==> src/pkg/stim_one_pkg.sv <==
// Purpose: constants and types for the stimulus one step of the custom emulation profile
// Assumes: 25 MHz core clock, byte-wide register port
// Notes: analog levels are carried as codes in millivolts, hundreds of ohms, ohms and kilohms
package stim_one_pkg;
    localparam int CLK_HZ = 25000000;
    localparam int MS_CYCLES = CLK_HZ / 1000;
    localparam logic [7:0] SRC_TIMER_ADDR = 8'h41;
    localparam logic [7:0] RESPONSE_ADDR = 8'h42;
    localparam logic [7:0] SRC_TIMER_RESET = 8'h00;
    localparam logic [7:0] RESPONSE_RESET = 8'h00;
    localparam logic [7:0] SRC_TIMER_MASK = 8'h7f;
    // field positions
    localparam int SRC_LSB = 0;
    localparam int DELAY_LSB = 3;
    localparam int KIND_BIT = 6;
    localparam int ACT_LSB = 0;
    localparam int MAG_LSB = 4;
    // source codes
    localparam logic [2:0] SRC_VBUS_READY = 3'h0;
    localparam logic [2:0] SRC_DP_ABOVE = 3'h1;
    localparam logic [2:0] SRC_DP_WINDOW = 3'h2;
    localparam logic [2:0] SRC_DM_ABOVE = 3'h3;
    localparam logic [2:0] SRC_RSVD_A = 3'h4;
    localparam logic [2:0] SRC_RSVD_B = 3'h5;
    localparam logic [2:0] SRC_DP_ABOVE_ALT = 3'h6;
    localparam logic [2:0] SRC_VBUS_PRESENT = 3'h7;
    // action codes
    localparam logic [3:0] ACT_REMOVE = 4'h0;
    localparam logic [3:0] ACT_V_DP = 4'h1;
    localparam logic [3:0] ACT_V_DM = 4'h2;
    localparam logic [3:0] ACT_V_BOTH = 4'h3;
    localparam logic [3:0] ACT_R_DP = 4'h4;
    localparam logic [3:0] ACT_RSVD_5 = 4'h5;
    localparam logic [3:0] ACT_DIV_DP = 4'h6;
    localparam logic [3:0] ACT_R_DM = 4'h7;
    localparam logic [3:0] ACT_RSVD_8 = 4'h8;
    localparam logic [3:0] ACT_DIV_DM = 4'h9;
    localparam logic [3:0] ACT_SHORT = 4'ha;
    localparam logic [3:0] ACT_RSVD_B = 4'hb;
    localparam logic [3:0] ACT_DIV_BOTH = 4'hc;
    localparam logic [3:0] ACT_R_BOTH = 4'hd;
    localparam logic [3:0] ACT_KEEP_E = 4'he;
    localparam logic [3:0] ACT_KEEP_F = 4'hf;
    localparam logic [3:0] MAG_RSVD = 4'hf;
    localparam logic [3:0] MAG_PULLDOWN = 4'h0;
    localparam logic [15:0] FIXED_WINDOW_LOW_MV = 16'h0190;
    localparam logic [15:0] SHORT_MAX_OHM = 16'h00c8;

    typedef enum {IDLE, WAIT_DELAY, APPLIED, HOLDING, DONE} step_state_t;
    typedef enum {LINE_NONE, LINE_EMU_PD, LINE_VOLT, LINE_RES, LINE_DIV, LINE_SHORT} line_kind_t;

    // one data line's commanded analog state
    typedef struct packed {
        logic [2:0] kind;
        logic [15:0] value;
    } line_drive_t;

    // analog comparator results; the raw inputs are asynchronous until they pass the synchroniser
    typedef struct packed {
        logic vbus_ready;
        logic vbus_present;
        logic dp_above_th;
        logic dp_above_fixed;
        logic dm_above_th;
    } sense_t;
endpackage

==> src/design/stim_one.sv <==
// Purpose: stimulus one configuration registers and response sequencing
// Assumes: comparator inputs come from the analog front end asynchronously
// Notes: analog response is described by kind and value codes per data line
`timescale 1ns/1ps

// Notes on behaviour
// - source/timer register bit 7 reads zero
// - kind one applies at once, holds, releases
// - kind zero waits the timer, then responds
// - delay select maps to eight millisecond values
// - source 000 is vbus ready, not awaited (the step still waits for vbus_ready to rise and, for kind one, to fall)
// - 001/110 watch D+, 011 watches D-
// - 010 is D+ between 400 mV and threshold
// - source 111 is vbus present, not awaited (the step still waits for vbus_present to rise and, for kind one, to fall)
// - writes with reserved codes leave field unchanged
// - magnitude meaning follows the response type
// - voltage magnitude decode, pull-down to 2200 mV
// - resistor magnitude decode 1.8k to 150k
// - divider magnitude decode, minimum total resistance
// - action 0000 removes responses on both lines
// - actions 0001-0011 drive voltage D+, D-, both
// - resistor to ground actions, plus line short
// - divider actions with midpoint on lines
// - actions 1110/1111 keep or drop emulation pull-downs
// - source 000 keeps untouched line's emulation pull-down
// - threshold ignored for vbus sources
module stim_one #(
    parameter int MS_CYCLES = stim_one_pkg::MS_CYCLES
) (
    input wire logic clk_i,
    input wire logic srst_i,
    input wire logic ce_i,
    input wire logic reg_wr_i,
    input wire logic [7:0] reg_addr_i,
    input wire logic [7:0] reg_wdata_i,
    output logic [7:0] reg_rdata_o,
    input wire logic step_start_i,
    input wire stim_one_pkg::sense_t sense_i,
    output logic stimulus_seen_o,
    output logic step_done_o,
    output stim_one_pkg::line_drive_t port_dplus_line_o,
    output stim_one_pkg::line_drive_t port_dminus_line_o
);
    initial begin
        if (MS_CYCLES < 1) begin
            $error("MS_CYCLES must be at least one");
        end
    end

    logic stimulus_one_timer_kind;
    logic [2:0] stimulus_one_delay_sel;
    logic [2:0] stimulus_one_source_sel;
    logic [3:0] response_one_magnitude;
    logic [3:0] response_one_action;
    stim_one_pkg::sense_t s1;
    stim_one_pkg::sense_t s2;
    stim_one_pkg::sense_t s3;
    stim_one_pkg::sense_t sense_q;
    stim_one_pkg::step_state_t state;
    logic [31:0] ms_div;
    logic [6:0] ms_count;
    logic stim_hit;
    logic [6:0] delay_ms;
    logic tick;
    logic dp_touched;
    logic dm_touched;

    // stimulus_delay_time per select code, in ms
    function automatic logic [6:0] delay_ms_of(input logic [2:0] sel);
        case (sel)
            3'h0: delay_ms_of = 7'h00;
            3'h1: delay_ms_of = 7'h01;
            3'h2: delay_ms_of = 7'h05;
            3'h3: delay_ms_of = 7'h0a;
            3'h4: delay_ms_of = 7'h14;
            3'h5: delay_ms_of = 7'h28;
            3'h6: delay_ms_of = 7'h50;
            default: delay_ms_of = 7'h64;
        endcase
    endfunction

    function automatic logic src_reserved(input logic [2:0] s);
        src_reserved = (s == stim_one_pkg::SRC_RSVD_A) || (s == stim_one_pkg::SRC_RSVD_B);
    endfunction

    function automatic logic act_reserved(input logic [3:0] a);
        act_reserved = (a == stim_one_pkg::ACT_RSVD_5) || (a == stim_one_pkg::ACT_RSVD_8)
            || (a == stim_one_pkg::ACT_RSVD_B);
    endfunction

    // voltage level in mV for a magnitude code
    function automatic logic [15:0] volt_mv(input logic [3:0] m);
        case (m)
            4'h0: volt_mv = 16'h0000;
            4'h1, 4'h2, 4'h3, 4'h4: volt_mv = 16'h0190;
            4'h5: volt_mv = 16'h01f4;
            4'h6: volt_mv = 16'h0258;
            4'h7: volt_mv = 16'h02bc;
            4'h8: volt_mv = 16'h0320;
            4'h9: volt_mv = 16'h0384;
            4'ha: volt_mv = 16'h0578;
            4'hb: volt_mv = 16'h0640;
            4'hc: volt_mv = 16'h0708;
            4'hd: volt_mv = 16'h07d0;
            default: volt_mv = 16'h0898;
        endcase
    endfunction

    // resistor in hundreds of ohms
    function automatic logic [15:0] res_hohm(input logic [3:0] m);
        case (m)
            4'h0: res_hohm = 16'h0012;
            4'h1: res_hohm = 16'h0064;
            4'h2: res_hohm = 16'h0096;
            4'h3: res_hohm = 16'h00c8;
            4'h4: res_hohm = 16'h00fa;
            4'h5: res_hohm = 16'h012c;
            4'h6: res_hohm = 16'h0190;
            4'h7: res_hohm = 16'h01ae;
            4'h8: res_hohm = 16'h01f4;
            4'h9: res_hohm = 16'h0258;
            4'ha: res_hohm = 16'h02ee;
            4'hb: res_hohm = 16'h0320;
            4'hc: res_hohm = 16'h03e8;
            4'hd: res_hohm = 16'h04b0;
            default: res_hohm = 16'h05dc;
        endcase
    endfunction

    // divider minimum total in kilohm; low codes of each group of eight
    function automatic logic [15:0] div_kohm(input logic [3:0] m);
        case (m[2:0])
            3'h0: div_kohm = 16'h005d;
            3'h1: div_kohm = 16'h0064;
            3'h2: div_kohm = 16'h007d;
            3'h3: div_kohm = 16'h0096;
            default: div_kohm = 16'h00c8;
        endcase
    endfunction

    // register writes; reserved codes rejected per field
    always_ff @(posedge clk_i) begin
        if (srst_i) begin
            stimulus_one_timer_kind <= 1'b0;
            stimulus_one_delay_sel <= 3'h0;
            stimulus_one_source_sel <= 3'h0;
            response_one_magnitude <= 4'h0;
            response_one_action <= 4'h0;
        end else if (ce_i && reg_wr_i) begin
            if (reg_addr_i == stim_one_pkg::SRC_TIMER_ADDR) begin
                stimulus_one_timer_kind <= reg_wdata_i[stim_one_pkg::KIND_BIT];
                stimulus_one_delay_sel <= reg_wdata_i[stim_one_pkg::DELAY_LSB +: 3];
                if (!src_reserved(reg_wdata_i[stim_one_pkg::SRC_LSB +: 3])) begin
                    stimulus_one_source_sel <= reg_wdata_i[stim_one_pkg::SRC_LSB +: 3];
                end
            end else if (reg_addr_i == stim_one_pkg::RESPONSE_ADDR) begin
                if (!act_reserved(reg_wdata_i[stim_one_pkg::ACT_LSB +: 4])) begin
                    response_one_action <= reg_wdata_i[stim_one_pkg::ACT_LSB +: 4];
                end
                if (reg_wdata_i[stim_one_pkg::MAG_LSB +: 4] != stim_one_pkg::MAG_RSVD) begin
                    response_one_magnitude <= reg_wdata_i[stim_one_pkg::MAG_LSB +: 4];
                end
            end
        end
    end

    // read mux; unmapped addresses read zero
    always_comb begin
        reg_rdata_o = 8'h00;
        if (reg_addr_i == stim_one_pkg::SRC_TIMER_ADDR) begin
            reg_rdata_o = {1'b0, stimulus_one_timer_kind, stimulus_one_delay_sel,
                stimulus_one_source_sel};
        end else if (reg_addr_i == stim_one_pkg::RESPONSE_ADDR) begin
            reg_rdata_o = {response_one_magnitude, response_one_action};
        end
    end

    // three-stage synchroniser; only stages two and three are compared
    always_ff @(posedge clk_i) begin
        if (srst_i) begin
            s1 <= '0;
            s2 <= '0;
            s3 <= '0;
            sense_q <= '0;
        end else if (ce_i) begin
            s1 <= sense_i;
            s2 <= s1;
            s3 <= s2;
            for (int i = 0; i < $bits(stim_one_pkg::sense_t); i++) begin
                if (s2[i] == s3[i]) begin
                    sense_q[i] <= s3[i];
                end
            end
        end
    end

    // stimulus decode; threshold comparisons unused for vbus sources
    always_comb begin
        case (stimulus_one_source_sel)
            stim_one_pkg::SRC_VBUS_READY: stim_hit = sense_q.vbus_ready;
            stim_one_pkg::SRC_DP_ABOVE, stim_one_pkg::SRC_DP_ABOVE_ALT:
                stim_hit = sense_q.dp_above_th;
            stim_one_pkg::SRC_DP_WINDOW:
                stim_hit = sense_q.dp_above_fixed && !sense_q.dp_above_th;
            stim_one_pkg::SRC_DM_ABOVE: stim_hit = sense_q.dm_above_th;
            stim_one_pkg::SRC_VBUS_PRESENT: stim_hit = sense_q.vbus_present;
            default: stim_hit = 1'b0;
        endcase
    end

    assign delay_ms = delay_ms_of(stimulus_one_delay_sel);
    assign tick = (ms_div == 32'(MS_CYCLES - 1));

    // step sequencer; kind one finishes once the delay has run and the stimulus is removed, vbus sources included
    always_ff @(posedge clk_i) begin
        if (srst_i) begin
            state <= stim_one_pkg::IDLE;
            ms_div <= 32'h0;
            ms_count <= 7'h00;
        end else if (ce_i) begin
            ms_div <= tick ? 32'h0 : ms_div + 32'h1;
            case (state)
                stim_one_pkg::IDLE: begin
                    if (step_start_i && stim_hit) begin
                        ms_div <= 32'h0;
                        ms_count <= 7'h00;
                        if (stimulus_one_timer_kind) begin
                            state <= stim_one_pkg::HOLDING;
                        end else if (delay_ms == 7'h00) begin
                            state <= stim_one_pkg::APPLIED;
                        end else begin
                            state <= stim_one_pkg::WAIT_DELAY;
                        end
                    end
                end
                stim_one_pkg::WAIT_DELAY: begin
                    if (tick) begin
                        ms_count <= ms_count + 7'h01;
                        if (ms_count + 7'h01 >= delay_ms) begin
                            state <= stim_one_pkg::APPLIED;
                        end
                    end
                end
                stim_one_pkg::HOLDING: begin
                    if (tick && ms_count < delay_ms) begin
                        ms_count <= ms_count + 7'h01;
                    end
                    if (ms_count >= delay_ms && !stim_hit) begin
                        state <= stim_one_pkg::DONE;
                    end
                end
                stim_one_pkg::APPLIED: state <= stim_one_pkg::DONE;
                default: begin
                    if (!step_start_i) begin
                        state <= stim_one_pkg::IDLE;
                    end
                end
            endcase
        end
    end

    assign stimulus_seen_o = (state != stim_one_pkg::IDLE);
    assign step_done_o = (state == stim_one_pkg::DONE);

    // which lines the action touches
    always_comb begin
        dp_touched = 1'b0;
        dm_touched = 1'b0;
        case (response_one_action)
            stim_one_pkg::ACT_V_DP, stim_one_pkg::ACT_R_DP, stim_one_pkg::ACT_DIV_DP:
                dp_touched = 1'b1;
            stim_one_pkg::ACT_V_DM, stim_one_pkg::ACT_R_DM, stim_one_pkg::ACT_DIV_DM:
                dm_touched = 1'b1;
            stim_one_pkg::ACT_V_BOTH, stim_one_pkg::ACT_DIV_BOTH, stim_one_pkg::ACT_R_BOTH,
            stim_one_pkg::ACT_SHORT, stim_one_pkg::ACT_REMOVE: begin
                dp_touched = 1'b1;
                dm_touched = 1'b1;
            end
            default: ;
        endcase
    end

    // line drive; emulation pull-downs loaded at reset, response applied in APPLIED or at kind-one step entry
    always_ff @(posedge clk_i) begin
        if (srst_i) begin
            port_dplus_line_o <= '{3'(stim_one_pkg::LINE_EMU_PD), 16'h0000};
            port_dminus_line_o <= '{3'(stim_one_pkg::LINE_EMU_PD), 16'h0000};
        end else if (ce_i && (state == stim_one_pkg::APPLIED
                || (state == stim_one_pkg::IDLE && step_start_i && stim_hit
                    && stimulus_one_timer_kind))) begin
            if (response_one_action == stim_one_pkg::ACT_KEEP_E
                    || response_one_action == stim_one_pkg::ACT_KEEP_F) begin
                if (stimulus_one_source_sel == stim_one_pkg::SRC_VBUS_PRESENT) begin
                    port_dplus_line_o <= '{3'(stim_one_pkg::LINE_NONE), 16'h0000};
                    port_dminus_line_o <= '{3'(stim_one_pkg::LINE_NONE), 16'h0000};
                end
            end else begin
                if (dp_touched) begin
                    port_dplus_line_o <= drive_of(response_one_action, response_one_magnitude);
                end else if (stimulus_one_source_sel != stim_one_pkg::SRC_VBUS_READY
                        && port_dplus_line_o.kind == 3'(stim_one_pkg::LINE_EMU_PD)) begin
                    port_dplus_line_o <= '{3'(stim_one_pkg::LINE_NONE), 16'h0000};
                end
                if (dm_touched) begin
                    port_dminus_line_o <= drive_of(response_one_action, response_one_magnitude);
                end else if (stimulus_one_source_sel != stim_one_pkg::SRC_VBUS_READY
                        && port_dminus_line_o.kind == 3'(stim_one_pkg::LINE_EMU_PD)) begin
                    port_dminus_line_o <= '{3'(stim_one_pkg::LINE_NONE), 16'h0000};
                end
            end
        end
    end

    // per-line drive for an action; magnitude meaning follows the type
    function automatic stim_one_pkg::line_drive_t drive_of(input logic [3:0] a,
            input logic [3:0] m);
        drive_of = '{3'(stim_one_pkg::LINE_NONE), 16'h0000};
        case (a)
            stim_one_pkg::ACT_V_DP, stim_one_pkg::ACT_V_DM, stim_one_pkg::ACT_V_BOTH:
                drive_of = '{3'(stim_one_pkg::LINE_VOLT), volt_mv(m)};
            stim_one_pkg::ACT_R_DP, stim_one_pkg::ACT_R_DM, stim_one_pkg::ACT_R_BOTH:
                drive_of = '{3'(stim_one_pkg::LINE_RES), res_hohm(m)};
            stim_one_pkg::ACT_DIV_DP, stim_one_pkg::ACT_DIV_DM, stim_one_pkg::ACT_DIV_BOTH:
                drive_of = '{3'(stim_one_pkg::LINE_DIV), div_kohm(m)};
            stim_one_pkg::ACT_SHORT:
                drive_of = '{3'(stim_one_pkg::LINE_SHORT), stim_one_pkg::SHORT_MAX_OHM};
            default: ;
        endcase
    endfunction

    // read of the source/timer word never shows bit 7
    property p_top_bit_zero;
        @(posedge clk_i) disable iff (srst_i)
        (reg_addr_i == stim_one_pkg::SRC_TIMER_ADDR) |-> (reg_rdata_o[7] == 1'b0);
    endproperty
    a_top_bit_zero: assert property (p_top_bit_zero) else $error("bit 7 read as one");

    property p_reserved_src_kept;
        @(posedge clk_i) disable iff (srst_i)
        (ce_i && reg_wr_i && reg_addr_i == stim_one_pkg::SRC_TIMER_ADDR
            && src_reserved(reg_wdata_i[2:0])) |=> $stable(stimulus_one_source_sel);
    endproperty
    a_reserved_src_kept: assert property (p_reserved_src_kept) else $error("reserved src taken");

    property p_reserved_mag_kept;
        @(posedge clk_i) disable iff (srst_i)
        (ce_i && reg_wr_i && reg_addr_i == stim_one_pkg::RESPONSE_ADDR
            && reg_wdata_i[7:4] == stim_one_pkg::MAG_RSVD) |=> $stable(response_one_magnitude);
    endproperty
    a_reserved_mag_kept: assert property (p_reserved_mag_kept) else $error("reserved mag taken");

    property p_hold_immediate;
        @(posedge clk_i) disable iff (srst_i)
        (ce_i && state == stim_one_pkg::IDLE && step_start_i && stim_hit
            && stimulus_one_timer_kind) |=> (state == stim_one_pkg::HOLDING);
    endproperty
    a_hold_immediate: assert property (p_hold_immediate) else $error("hold not entered");

    property p_wait_enter;
        @(posedge clk_i) disable iff (srst_i)
        (ce_i && state == stim_one_pkg::IDLE && step_start_i && stim_hit
            && !stimulus_one_timer_kind && delay_ms != 7'h00)
            |=> (state == stim_one_pkg::WAIT_DELAY);
    endproperty
    a_wait_enter: assert property (p_wait_enter) else $error("delay not entered");

    property p_delay_map;
        @(posedge clk_i) (stimulus_one_delay_sel == 3'h6) |-> (delay_ms == 7'h50);
    endproperty
    a_delay_map: assert property (p_delay_map) else $error("80 ms code wrong");

    property p_window;
        @(posedge clk_i) disable iff (srst_i)
        (stimulus_one_source_sel == stim_one_pkg::SRC_DP_WINDOW)
            |-> (stim_hit == (sense_q.dp_above_fixed && !sense_q.dp_above_th));
    endproperty
    a_window: assert property (p_window) else $error("window decode wrong");

    property p_remove;
        @(posedge clk_i) disable iff (srst_i)
        (ce_i && state == stim_one_pkg::APPLIED && response_one_action == stim_one_pkg::ACT_REMOVE)
            |=> (port_dplus_line_o.kind == 3'(stim_one_pkg::LINE_NONE)
                && port_dminus_line_o.kind == 3'(stim_one_pkg::LINE_NONE));
    endproperty
    a_remove: assert property (p_remove) else $error("remove left a drive");
endmodule

==> config.mk <==
export PLATFORM = sky130hd
export DESIGN_NAME = stim_one
export DESIGN_NICKNAME = d
export VERILOG_FILES = /design/src/pkg/stim_one_pkg.sv /design/src/design/stim_one.sv
export SDC_FILE = /design/constraint.sdc
export NUM_CORES = 1
export LEC_CHECK = 0
export BUFFER_PORTS_ARGS = -buffer_cell sky130_fd_sc_hd__buf_2
export CORE_ASPECT_RATIO = 1.2
export CORE_MARGIN = 2
export CORE_UTILIZATION = 40
export DETAILED_ROUTE_END_ITERATION = 8
export GPL_ROUTABILITY_DRIVEN = 0
export PLACE_DENSITY = 0.62
export SKIP_LAST_GASP = 1
export SLEW_MARGIN = 10
export SYNTH_ARGS = -nofsm -noshare
export SYNTH_HDL_FRONTEND = slang
export SYNTH_SLANG_ARGS = --single-unit
==> constraint.sdc <==
create_clock -name clk_i -period 4.09 [get_ports clk_i]
set_input_delay 0.6135 -clock clk_i [delete_from_list [all_inputs] [get_ports clk_i]]
set_output_delay 0.6135 -clock clk_i [all_outputs]
set_load 0.01 [all_outputs]
==> results_dict.tcl <==
set metrics [dict create \
    clock_latency_ps 420 \
    min_from "sense_i[4]" \
    seq_area_frac_synth_pct 38.3 \
    synth_edf_count 0 \
    leakagePower_nw 3.04 \
    synthDistinctLibCells 74 \
    syn-cell-area_um2 6640 \
    syn_inst 818 \
    io_pins 74 \
    viasPerCell 5.42 \
    grt_overflow 0 \
    max_stage_delay_ps 660 \
    clock_path_buffers 2 \
    total_power_mw 2.82 \
    place_inst 1053 \
    path_cells "nand2b_1, ha_1, a21o_1, maj3_1, a211o_1, or3_1, a211oi_2, nor3b_1, a31o_2" \
    reg2regPathDepth 9 \
    vias 5876 \
    path_class "reg -> reg" \
    finalWirelength_um 16300 \
    io_buffers 65 \
    wire_per_inst_um 15.0 \
    die_w_um 122 \
    cp.arrival_ps 3610 \
    area_growth_pct 15.0 \
    setup_violations 0 \
    drc 0 \
    nNetsFinal 908 \
    hp-class "in -> reg" \
    dp_slack_ps 823 \
    async_reset_ff_share_pct 0 \
    max_slew_margin_pct 33.2 \
    fmax_mhz 304 \
    cts.sinks 127 \
    grt_max_degree 43 \
    coreArea_um2 16200 \
    powerDensity_nw_per_um2 370 \
    synthFlopType "dfxtp_1" \
    instances_no_fill 1085 \
    setup-tns-final_ps 0 \
    rsz0062_at_grt "false" \
    cts_tree "done" \
    drt-initial-drc-count 416 \
    final_antenna_net_count 0 \
    tightestPinTransition_ps 995 \
    ir_drop_mv 0.231 \
    path_max_fanout 14 \
    cts_buffers 17 \
    die_y_um 145 \
    path_buf_inv 0 \
    diodes 0 \
    synth_seq_cells 127 \
    post_cts_buffers 0 \
    start_util_pct 40.9 \
    cts_resized 0 \
    r2r-start "stimulus_one_delay_sel[2]" \
    drive_gt1_share_pct 13.7 \
    critPathTopFamily "compound AO/OA/AOI/OAI gates" \
    syn_area_per_cell_um2 8.11 \
    worstHoldPathCells 3 \
    nFillCells 1637 \
    reg2reg_slack_ps 800 \
    htree_levels 4 \
    drv_slew 0 \
    antenna_found_initial 0 \
    root_buffer "clkbuf_16" \
    status "completed" \
    max-cap-violations 0 \
    final_cell_mix "dfxtp_1, nor2_1, nand2_1, o21ai_0, buf_2" \
    finalWorstSetupSlack_ps 797 \
    grt_pass1_wl_um 27300 \
    hpwlAfterDp_um 11600 \
    ctsHoldBuffers 0 \
    worstPathRequired_ps 4400 \
    slowest_stage "a211oi_2" \
    rows 51 \
    cts.reportedPaths.clkPinSlew_ps 60 \
    ys_warn_count 0 \
    grt_use_total_pct 19.1 \
    layout_commonest_cell "dfxtp_1" \
    fin_crit_ps 3290 \
    r2r-end "ms_count[2]" \
    die_area_um2 17600 \
    finalHoldViolCount 0 \
    firstDrtPassIters 5 \
    grt_pass1_vias 5544 \
    hold_path_end "s1[4]" \
    start_kind "register" \
    endpoint_kind "register" \
    period_share_pct 80.5 \
    clock-skew-final_ps 8.57 \
]
-- worst register-to-register path, delay by kind of cell (launching register included) --
kind,cells,cell delay (ps)
AOI/OAI and AO/OA,4,1380
DFF,1,560
and+or+nand+nor,3,570
adders and majority gates,2,670
-- layer usage --
metal | up-vias | track usage [%] | part of all wire (%)
li1 | 3026 | - | -
met1 | 2721 | 23.4 | 45
met2 | 102 | 32.5 | 49
met3 | 27 | 4.01 | 3.5
met4 | 0 | 7.30 | 2.2
met5 | - | 0 | 0
-- report_power, final --
part / switching [mW] / total, mW / internal [mW] / leakage [nW]
Sequential: 0.00529 / 1.25 / 1.24 / 1.02
Clock: 0.614 / 1.49 / 0.873 / 0.287
Combinational: 0.0571 / 0.0860 / 0.0289 / 1.73
-- area by class of cell --
type / instances / area, um2 / area share, %
well taps: 212 / 265 / 3.48
clock buffers: 18 / 439 / 5.76
repair buffers: 74 / 393 / 5.15
flip-flops and latches: 127 / 2540 / 33.3
multi-input cells: 620 / 3770 / 49.4
clock inverters: 14 / 144 / 1.89
inverters: 20 / 75.1 / 0.984
-- per-stage QoR --
stage | area [um2] | util (%) | hold WS (ps)
finish | 7630 | 47.1 | 421
global route | 7630 | 47.1 | 422
CTS | 7630 | 47.1 | 412
detailed placement | 7050 | 43.5 | 447
global placement | 7050 | 43.5 | 442
floorplan | 6660 | - | 436
-- worst max-delay path by stage --
stage	from	to	slack, ps	depth (start not counted)
finish	stimulus_one_delay_sel[2]	ms_count[2]	800	9
global placement	stimulus_one_delay_sel[2]	ms_count[2]	880	10
global route	stimulus_one_delay_sel[2]	ms_count[2]	510	10
detailed placement	stimulus_one_delay_sel[2]	ms_count[2]	820	9
floorplan	stimulus_one_delay_sel[2]	ms_count[0]	1200	11
CTS	stimulus_one_delay_sel[2]	ms_count[2]	800	9
-- cell usage after synthesis (3+ instances only) --
cell type  instances  area share, %
inv_1             18            1.0
nor2b_1           10           0.94
ha_1              22            4.1
nor4_1             7           0.66
nand2_1           82            4.6
a32oi_1            4           0.53
nand2b_1           9           0.85
a22oi_1           13            1.5
or2_2              3           0.28
clkbuf_1          38            2.1
and2_1             9           0.85
dfxtp_1          127             38
xnor2_1           11            1.5
nand3_1           46            3.5
a22o_1             6           0.79
a2bb2oi_1         10            1.3
buf_4              9            1.0
nor3_1            16            1.2
and3_1             9           0.85
nor2_1            96            5.4
a21o_1            10            1.1
a31oi_1            3           0.28
nand4_1            8           0.75
o31ai_1           13            1.5
o21ai_0           71            5.4
and4_1             3           0.40
o221ai_1           3           0.40
a221o_1            5           0.75
a211o_1            4           0.53
a21oi_1           45            3.4
or3_1              4           0.38
buf_2              7           0.53
a31o_2             4           0.53
xor2_1            10            1.3
o211ai_1           5           0.57
mux2i_1           24            3.6
nor3b_1            5           0.57
-- cell families (layout without fill, tap and decap cells) --
| family | Yosys count | count (layout) | synth area share, % |
|---|---|---|---|
| buf+inv | 78 | 126 | 5.28 |
| simple gates | 321 | 321 | 23.2 |
| xor+xnor | 21 | 21 | 2.77 |
| flops | 127 | 127 | 38.3 |
| fa+ha+maj | 23 | 23 | 4.30 |
| mux | 25 | 25 | 3.79 |
| other cells | 1 | 8 | 0.0565 |
| compound gates | 222 | 222 | 22.3 |
Note: power is estimated with default switching activity, not from simulation.
